**src/lcm_pkg.sv**
```systemverilog
`default_nettype none
package lcm_pkg;

  ////////////////////////////////////////////////////////////////////////////
  // Register map, byte addresses on the APB word grid
  localparam logic [11:0] LCM_CTRL_OFS = 12'h000;   // Mode and chain options
  localparam logic [11:0] LCM_TABLE_OFS = 12'h004;  // Look-up table contents
  localparam logic [11:0] LCM_STATUS_OFS = 12'h008; // Live cell outputs

  ////////////////////////////////////////////////////////////////////////////
  // Control register fields
  localparam int LCM_CTRL_W = 6;          // Implemented control bits
  localparam int LCM_MODE_LSB = 0;        // Mode, two bits
  localparam int LCM_CIN_SEL_BIT = 2;     // Carry-in replaces third input
  localparam int LCM_CASC_EN_BIT = 3;     // Cascade chain in use
  localparam int LCM_PACKED_BIT = 4;      // Register fed apart from table
  localparam int LCM_CASC_OR_BIT = 5;     // Cascade joins by OR, else AND
  localparam logic [5:0] LCM_CTRL_RST = 6'h00;

  ////////////////////////////////////////////////////////////////////////////
  // Table register fields
  localparam int LCM_TABLE_W = 16;        // Four-input table, 16 entries
  localparam int LCM_CARRY_LSB = 8;       // Carry table base in arithmetic
  localparam logic [15:0] LCM_TABLE_RST = 16'h0000;

  ////////////////////////////////////////////////////////////////////////////
  // Status register fields
  localparam int LCM_ST_REG_BIT = 0;
  localparam int LCM_ST_COMB_BIT = 1;
  localparam int LCM_ST_CARRY_BIT = 2;
  localparam int LCM_ST_CASC_BIT = 3;
  localparam int LCM_ST_MODE_LSB = 4;

  ////////////////////////////////////////////////////////////////////////////
  // Operating modes
  typedef enum logic [1:0] {
    LCM_NORMAL = 2'b00,
    LCM_ARITH = 2'b01,
    LCM_COUNTER = 2'b10,
    LCM_SPARE = 2'b11
  } lcm_mode_e;

endpackage : lcm_pkg
`default_nettype wire

```
**src/lcm_logic_cell.sv**
```systemverilog
// Decided for this implementation: the APB register port and the register addresses.
`timescale 1ns/1ps
`default_nettype none

module lcm_logic_cell (
  input wire logic clk,
  input wire logic rst_n,
  input wire logic psel,
  input wire logic penable,
  input wire logic pwrite,
  input wire logic [11:0] paddr,
  input wire logic [31:0] pwdata,
  output logic [31:0] prdata,
  output logic pready,
  output logic pslverr,
  input wire logic first_operand_in,
  input wire logic second_operand_in,
  input wire logic third_table_in,
  input wire logic fourth_table_in,
  input wire logic carry_in,
  input wire logic cascade_in,
  input wire logic clock_enable_in,
  input wire logic cluster_sync_clear,
  input wire logic cluster_sync_load,
  output logic carry_out,
  output logic cascade_out,
  output logic comb_out,
  output logic reg_out
);
  import lcm_pkg::*;

  ////////////////////////////////////////////////////////////////////////////
  // Configuration state and APB answer
  logic [LCM_CTRL_W-1:0] ctrl;         // Mode and chain options
  logic [LCM_TABLE_W-1:0] table_mask;  // Table contents
  logic [LCM_CTRL_W-1:0] next_ctrl;
  logic [LCM_TABLE_W-1:0] next_table_mask;
  logic [31:0] next_prdata;
  logic next_pready;
  logic next_pslverr;
  logic wr_fire;                        // Write completes this edge
  logic addr_hit;                       // Address maps to a register

  // Decoded control fields
  lcm_mode_e mode;
  logic cin_sel;
  logic casc_en;
  logic packed_reg;
  logic casc_or;

  assign mode = lcm_mode_e'(ctrl[LCM_MODE_LSB +: 2]);
  assign cin_sel = ctrl[LCM_CIN_SEL_BIT];
  assign casc_en = ctrl[LCM_CASC_EN_BIT];
  assign packed_reg = ctrl[LCM_PACKED_BIT];
  assign casc_or = ctrl[LCM_CASC_OR_BIT];

  ////////////////////////////////////////////////////////////////////////////
  // APB slave: one wait state, then pready for a single cycle
  always_comb begin
    wr_fire = psel && penable && pready && pwrite;
    addr_hit = (paddr == LCM_CTRL_OFS) || (paddr == LCM_TABLE_OFS) ||
               (paddr == LCM_STATUS_OFS);
    next_ctrl = ctrl;
    next_table_mask = table_mask;
    next_prdata = prdata;
    next_pslverr = 1'b0;
    // Answer on the second access cycle; drop right after handshake
    next_pready = psel && penable && !pready;
    if (next_pready) begin
      next_pslverr = !addr_hit;
      next_prdata = 32'h0000_0000;
      if (!pwrite) begin
        case (paddr)
          LCM_CTRL_OFS: begin
            next_prdata[LCM_CTRL_W-1:0] = ctrl;
          end
          LCM_TABLE_OFS: begin
            next_prdata[LCM_TABLE_W-1:0] = table_mask;
          end
          LCM_STATUS_OFS: begin
            // Live view of the cell's own outputs
            next_prdata[LCM_ST_REG_BIT] = reg_out;
            next_prdata[LCM_ST_COMB_BIT] = comb_out;
            next_prdata[LCM_ST_CARRY_BIT] = carry_out;
            next_prdata[LCM_ST_CASC_BIT] = cascade_out;
            next_prdata[LCM_ST_MODE_LSB +: 2] = ctrl[LCM_MODE_LSB +: 2];
          end
          default: begin
            next_prdata = 32'h0000_0000;
          end
        endcase
      end
    end
    // Writes land only at the sampled handshake edge
    if (wr_fire) begin
      case (paddr)
        LCM_CTRL_OFS: begin
          next_ctrl = pwdata[LCM_CTRL_W-1:0];
        end
        LCM_TABLE_OFS: begin
          next_table_mask = pwdata[LCM_TABLE_W-1:0];
        end
        default: begin
          // Status is read-only; unmapped writes are dropped
          next_ctrl = ctrl;
        end
      endcase
    end
  end

  // Register the bus state
  always_ff @(posedge clk) begin
    if (!rst_n) begin
      ctrl <= LCM_CTRL_RST;
      table_mask <= LCM_TABLE_RST;
      prdata <= 32'h0000_0000;
      pready <= 1'b0;
      pslverr <= 1'b0;
    end else begin
      ctrl <= next_ctrl;
      table_mask <= next_table_mask;
      prdata <= next_prdata;
      pready <= next_pready;
      pslverr <= next_pslverr;
    end
  end

  ////////////////////////////////////////////////////////////////////////////
  // Cell datapath
  logic [3:0] norm_idx;   // Index into the four-input table
  logic [2:0] arith_idx;  // Index shared by both three-input tables
  logic table_out;        // Table result before the cascade
  logic casc_res;         // Result after the cascade join
  logic carry_res;        // Carry toward the next cell
  logic reg_d;            // Data the register takes in plain use
  logic next_carry_out;
  logic next_cascade_out;
  logic next_comb_out;
  logic next_reg_out;

  always_comb begin
    // Third table input: data or carry-in, per configuration
    norm_idx = {fourth_table_in, (cin_sel ? carry_in : third_table_in),
                second_operand_in, first_operand_in};
    arith_idx = {carry_in, second_operand_in, first_operand_in};
    table_out = 1'b0;
    carry_res = 1'b0;
    case (mode)
      LCM_NORMAL: begin
        table_out = table_mask[norm_idx];
      end
      LCM_ARITH: begin
        table_out = table_mask[{1'b0, arith_idx}];
        carry_res = table_mask[LCM_CARRY_LSB + {1'b0, arith_idx}];
      end
      LCM_COUNTER: begin
        // One counter bit; the carry ripples along the chain
        table_out = reg_out ^ carry_in;
        carry_res = third_table_in ? (!reg_out && carry_in)
                                   : (reg_out && carry_in);
      end
      default: begin
        table_out = 1'b0;
      end
    endcase
    // Cascade join is kept out of counter mode to protect the count
    if (casc_en && mode != LCM_COUNTER) begin
      casc_res = casc_or ? (table_out || cascade_in)
                         : (table_out && cascade_in);
    end else begin
      casc_res = table_out;
    end
    // Packed register follows its own input, table stays free
    reg_d = (packed_reg && mode == LCM_NORMAL) ? fourth_table_in
                                               : casc_res;
    next_carry_out = carry_res;
    next_cascade_out = casc_res;
    // Plain copy is registered on every clock, free of the enable
    next_comb_out = casc_res;
    next_reg_out = reg_out;
    // Clear over load over count, all gated by clock enable
    if (clock_enable_in) begin
      if (cluster_sync_clear) begin
        next_reg_out = 1'b0;
      end else if (cluster_sync_load) begin
        next_reg_out = first_operand_in;
      end else if (mode == LCM_COUNTER) begin
        if (second_operand_in) begin
          next_reg_out = table_out;
        end
      end else begin
        next_reg_out = reg_d;
      end
    end
  end

  // Register the cell outputs
  always_ff @(posedge clk) begin
    if (!rst_n) begin
      carry_out <= 1'b0;
      cascade_out <= 1'b0;
      comb_out <= 1'b0;
      reg_out <= 1'b0;
    end else begin
      carry_out <= next_carry_out;
      cascade_out <= next_cascade_out;
      comb_out <= next_comb_out;
      reg_out <= next_reg_out;
    end
  end
endmodule : lcm_logic_cell

`default_nettype wire

```
**config.mk**
```make
export PLATFORM = sky130hd
export DESIGN_NAME = lcm_logic_cell
export DESIGN_NICKNAME = d
export VERILOG_FILES = /design/src/lcm_pkg.sv /design/src/lcm_logic_cell.sv
export SDC_FILE = /design/constraint.sdc
export NUM_CORES = 1
export LEC_CHECK = 0
export BUFFER_PORTS_ARGS = -buffer_cell sky130_fd_sc_hd__buf_2
export CAP_MARGIN = 20
export CORE_ASPECT_RATIO = 1.75
export CORE_MARGIN = 10
export CORE_UTILIZATION = 51
export CTS_CLUSTER_DIAMETER = 150
export DETAILED_ROUTE_END_ITERATION = 12
export GPL_ROUTABILITY_DRIVEN = 0
export PLACE_DENSITY = 0.87
export SYNTH_ARGS = -nofsm -noshare
export SYNTH_HDL_FRONTEND = slang
export SYNTH_SLANG_ARGS = --single-unit
```
**constraint.sdc**
```tcl
create_clock -name clk -period 5.51 [get_ports clk]
set_input_delay 0.8265 -clock clk [delete_from_list [all_inputs] [get_ports clk]]
set_output_delay 0.8265 -clock clk [all_outputs]
set_load 0.05 [all_outputs]
```
Word-level counts from Yosys, hierarchy flattened
Index checks and enable logic that the tools add are counted.
{ "totals": {"wordCells": 60, "register_bits": 59, "mem_bits_ro": 0, "input_bits": 58, "output_inout_bits": 38, "mem_bits_rw": 0, "n_memories": 0, "latchBits": 0} }
{ "classes": {"n_bitwise": 1, "n_reduce_logical": 21, "n_eq_ne": 6, "shifts": 0, "mul": 0, "n_addsub": 1, "order_cmp": 3, "n_div": 0, "mux": 20} }
{ "ops": {"columns": ["op", "n"], "rows": [
  ["6-bit one-hot mux with 3 select lines", 1],
  ["16-bit 2-to-1 mux", 1],
  ["12-bit by 3-bit equality test with 1-bit output (second input constant)", 1],
  ["12-bit by 4-bit equality test with 1-bit output (second input constant)", 1],
  ["12-bit logical NOT", 1],
  ["1-bit 2-to-1 mux", 12],
  ["10-bit 2-to-1 mux", 1],
  ["1-bit logical AND", 9],
  ["1-bit binary-select mux with 4-bit select", 2],
  ["2-bit AND reduction", 4],
  ["4-bit by 3-bit adder with 5-bit output (first input constant)", 1],
  ["3-bit by 5-bit less-than comparator with 1-bit output (second input constant)", 1],
  ["4-bit by 5-bit less-than comparator with 1-bit output (second input constant)", 1],
  ["5-bit less-than comparator (second input constant)", 1],
  ["4-bit != test (second input constant)", 1],
  ["1-bit binary-select mux with 3-bit select", 1],
  ["1-bit logical NOT", 3],
  ["1-bit logical OR", 3],
  ["1-bit one-hot mux with 3 select lines", 1],
  ["2-bit by 1-bit equality test with 1-bit output (second input constant)", 1],
  ["2-bit equality test (second input constant)", 1],
  ["2-bit logical NOT", 1],
  ["2-bit != test (second input constant)", 1],
  ["1-bit one-hot mux with 2 select lines", 1],
  ["1-bit XOR", 1]
]} }

Depth between registers and ports, before layout
{ "logic_depth": {"ltp_word": 11, "ltp_mapped": 7, "mapped_depth_nobuf": 7} }

Least setup slack after synthesis
No wires, ideal clock.
{ "synth_timing": {"kind": "input to register", "startpoint": "input paddr[1]", "endpoint": "register table_mask[12]", "required_time_ps": 5378, "path_slack_ps": 3086, "cell_stages": 7, "setup_ps": 132, "t_arrival_ps": 2292, "n_path_buf": 2, "cell_sequence": "nor4_1 -> nand3_2 -> or4_1 -> buf_2 -> buf_4 -> nand2_1 -> a21oi_1"} }
{ "synth_via": {"elab_chain_len": 2} }
{ "synth_rtl": {"columns": ["element", "line_no", "source"], "rows": [
  ["start: declaration", "lcm_logic_cell.sv:11", "input wire logic [11:0] paddr,"],
  ["12-bit by 3-bit equality test with 1-bit output", "lcm_logic_cell.sv:96", "case (paddr)"],
  ["2-bit AND reduction (no line)", null, null],
  ["end signal: assignment", "lcm_logic_cell.sv:121", "table_mask <= next_table_mask;"],
  ["end: declaration", "lcm_logic_cell.sv:35", "logic [LCM_TABLE_W-1:0] table_mask;"]
]} }
Every way passes these cells.
A chain may end at the register's enable or synchronous reset.

Final worst setup path
{ "layout_timing": {"startpoint": "input paddr[1]", "endpoint": "register prdata[8]"} }
{ "layout_via": {"elab_chain_len": 3} }
{ "layout_rtl": {"columns": ["element", "line_no", "source"], "rows": [
  ["12-bit by 3-bit equality test with 1-bit output", "lcm_logic_cell.sv:73", "case (paddr)"],
  ["10-bit 2-to-1 mux", "lcm_logic_cell.sv:73", null],
  ["16-bit 2-to-1 mux", "lcm_logic_cell.sv:72", "if (!pwrite) begin"],
  ["end signal: assignment", "lcm_logic_cell.sv:122", "prdata <= next_prdata;"],
  ["end: declaration", "lcm_logic_cell.sv:13", "output logic [31:0] prdata,"]
]} }
Every way passes these cells.

==> run summary <==
HP Start = table_mask[13]
Req. time, crit path = 5.74 ns
First-pass DRT Iterations = 4
Pleak = 1.08 nW
Worst Path Arrival = 2.69 ns
YS warnings = 0
initial DRC count = 102
Highest Clock Rate = 405 MHz
diode count = 0
post-CTS setup repair buffer count = 0
TritonCTS clock tree = built
Clock Latency Late Sink = 0.30 ns
number of synthesized flops with an enable pin = 0
global-route wire length before repair = 9890 microns
Initial Util = 52.5%
Critical R2R Launch = pready
post-layout min period = 2.47 ns
Worst Clk Skew = 0.00410 ns
sw frac = 26.8%
Die W = 69.4 microns
most frequent cells in the layout = 63 x buf_2, 43 x nand2_1, 43 x dfxtp_1
asr flop ratio synth = 0%
Logic pwr share = 12.4%
Routed WL = 6050 microns
Setup crit end kind = flop
DIE AREA = 7390 sq um
min-delay worst type = reg -> reg
Final ANT Viol Nets = 0
clk buf depth = 2
Synth cell types = 41
layout cells sized above 1 = 26.4%
DR vias = 1953
num rows = 31
buffers added on ports = 63
vias in the first global route = 2120
RSZ-0062 raised after global routing = no
mapped cell area = 2180 sq um
final layout net count = 362
Congestion Overflow GR = 0
sequential area share after synthesis = 39.5%
Routed WL per cell = 17.4 microns
root buffer cell = clkbuf_8
Slew Viols, Final = 0
total CTS buffers = 5
Seq cells post-synth = 43
Vias/cell = 5.61
# Max-Cap Violations = 0
IO Pins = 96
cts hold-fix bufs = 0
Critical path origin = paddr[1]
initial antenna violation count = 0
Slew @ Worst Pin = 0.951 ns
Max-slew headroom = 36.0%
Reg clk slew, reported paths = 0.07 ns
final worst-path cycle share = 44.8%
Net Sw Power = 0.152 mW
kind of critical path = in -> reg
Max FO, Critical Path = 10
Detailed Place HPWL = 4800 microns
Synth-to-Final Area Change = 16.4%
post-CTS sizing = 0
status = finished clean
Clock Power Share = 32.6%
H-tree depth = 2
Cell Pwr Density = 223 nW/um^2
Fin. Hold Viols = 0
Die H = 107 microns
final hold slack = 0.466 ns
final setup fails = 0
Max VDD drop = 0.000223 V
final setup TNS = 0 ns
post-route DRC violation count = 0
clock sinks = 43
Setup WS pre-CTS = 2.72 ns
Synth Flop Type = dfxtp_1
setup ws final = 3.04 ns
commonest non-fill, non-tap cell in the layout = buf_2
core region area = 4150 sq um
sequential power share = 55.0%
Pint = 0.415 mW
Syn Inst Count = 242
largest net degree at the start of global routing = 31
GRT Total Usage = 16.2%
Avg Cell Area, Syn = 9.01 sq um
startpoint types = primary input
[through the flow]
step,total power [mW],cell area (sq um),utilization [%],instances
after global routing,0.585,2540,61.2,348
after detailed placement,0.388,2470,59.4,342
final,0.567,2540,61.2,348
after CTS,0.566,2540,61.2,348
after global placement,0.385,2440,58.8,341
after floorplan,0.373,2240,-,257
[area by class of cell]
class / count / area [sq um]
fill: 365 / 1610
multi-input combinational: 180 / 1180
clock buffer: 6 / 72.6
timing repair buffer: 64 / 343
inverter: 6 / 22.5
tap: 49 / 61.3
sequential: 43 / 861
[kinds of logic after synthesis]
logic type	after synthesis	synth area share (%)
adder cells (fa/ha/maj)	4	2.29
AO/OA/AOI/OAI	53	16.6
XOR/XNOR	2	0.803
AND/OR/NAND/NOR	85	18.8
buffers and inverters	34	9.06
multiplexers	20	12.9
flip-flops	43	39.5
other	1	0.172
[Yosys cell counts (all sizes together) (2+ instances only)]
cell / number / area share [%]
nand2: 43 / 7.4
nand2b: 3 / 0.86
clkbuf: 8 / 1.4
nor2: 26 / 4.5
mux2i: 13 / 6.0
inv: 6 / 1.0
nor4: 4 / 2.4
a21oi: 17 / 3.9
xor2: 2 / 0.80
nand4: 2 / 0.57
mux4: 5 / 5.9
ha: 4 / 2.3
o21ai: 8 / 1.8
mux2: 2 / 1.0
buf: 20 / 6.7
a31oi: 2 / 0.57
a22oi: 17 / 6.5
dfxtp: 43 / 39
[power groups by stage]
stage               clock, mW  sequential, mW  combinational [mW]
detailed placement          0           0.319              0.0693
global placement            0           0.319              0.0661
floorplan                   0           0.321              0.0513
global route            0.198           0.312              0.0751
CTS                     0.185           0.312              0.0694
finish                  0.185           0.312              0.0703
[layer usage]
| metal | wire, microns | GRT usage, % | vias to the layer above |
|---|---|---|---|
| met5 | 0 | 0 | - |
| met4 | 179 | 9.25 | 0 |
| met3 | 396 | 5.12 | 15 |
| met2 | 3400 | 30.6 | 85 |
| met1 | 2080 | 14.7 | 916 |
| li1 | - | - | 937 |
[sequential cells by signal (all words and copies together) (netlist names)]
signal / flops
pslverr: 1
pready: 1
reg_out: 1
ctrl: 6
carry_out: 1
comb_out: 1
prdata: 16
table_mask: 16
[worst max-delay path: stages]
cell and delay (ns):
buf_2 0.09, nor4_1 0.33, nand3_2 0.25, nor4_2 0.84, a22oi_1 0.18, nor2_1 0.17
[final timing paths]
kind / to / slack (ns) / depth (start not counted)
setup reg to reg: prdata[8] / 3.53 / 4
hold reg to reg: table_mask[13] / 0.47 / 2
setup / recovery: prdata[8] / 3.04 / 6
hold / removal: table_mask[13] / 0.47 / 2
No activity file was read; power rests on OpenSTA's default activity.
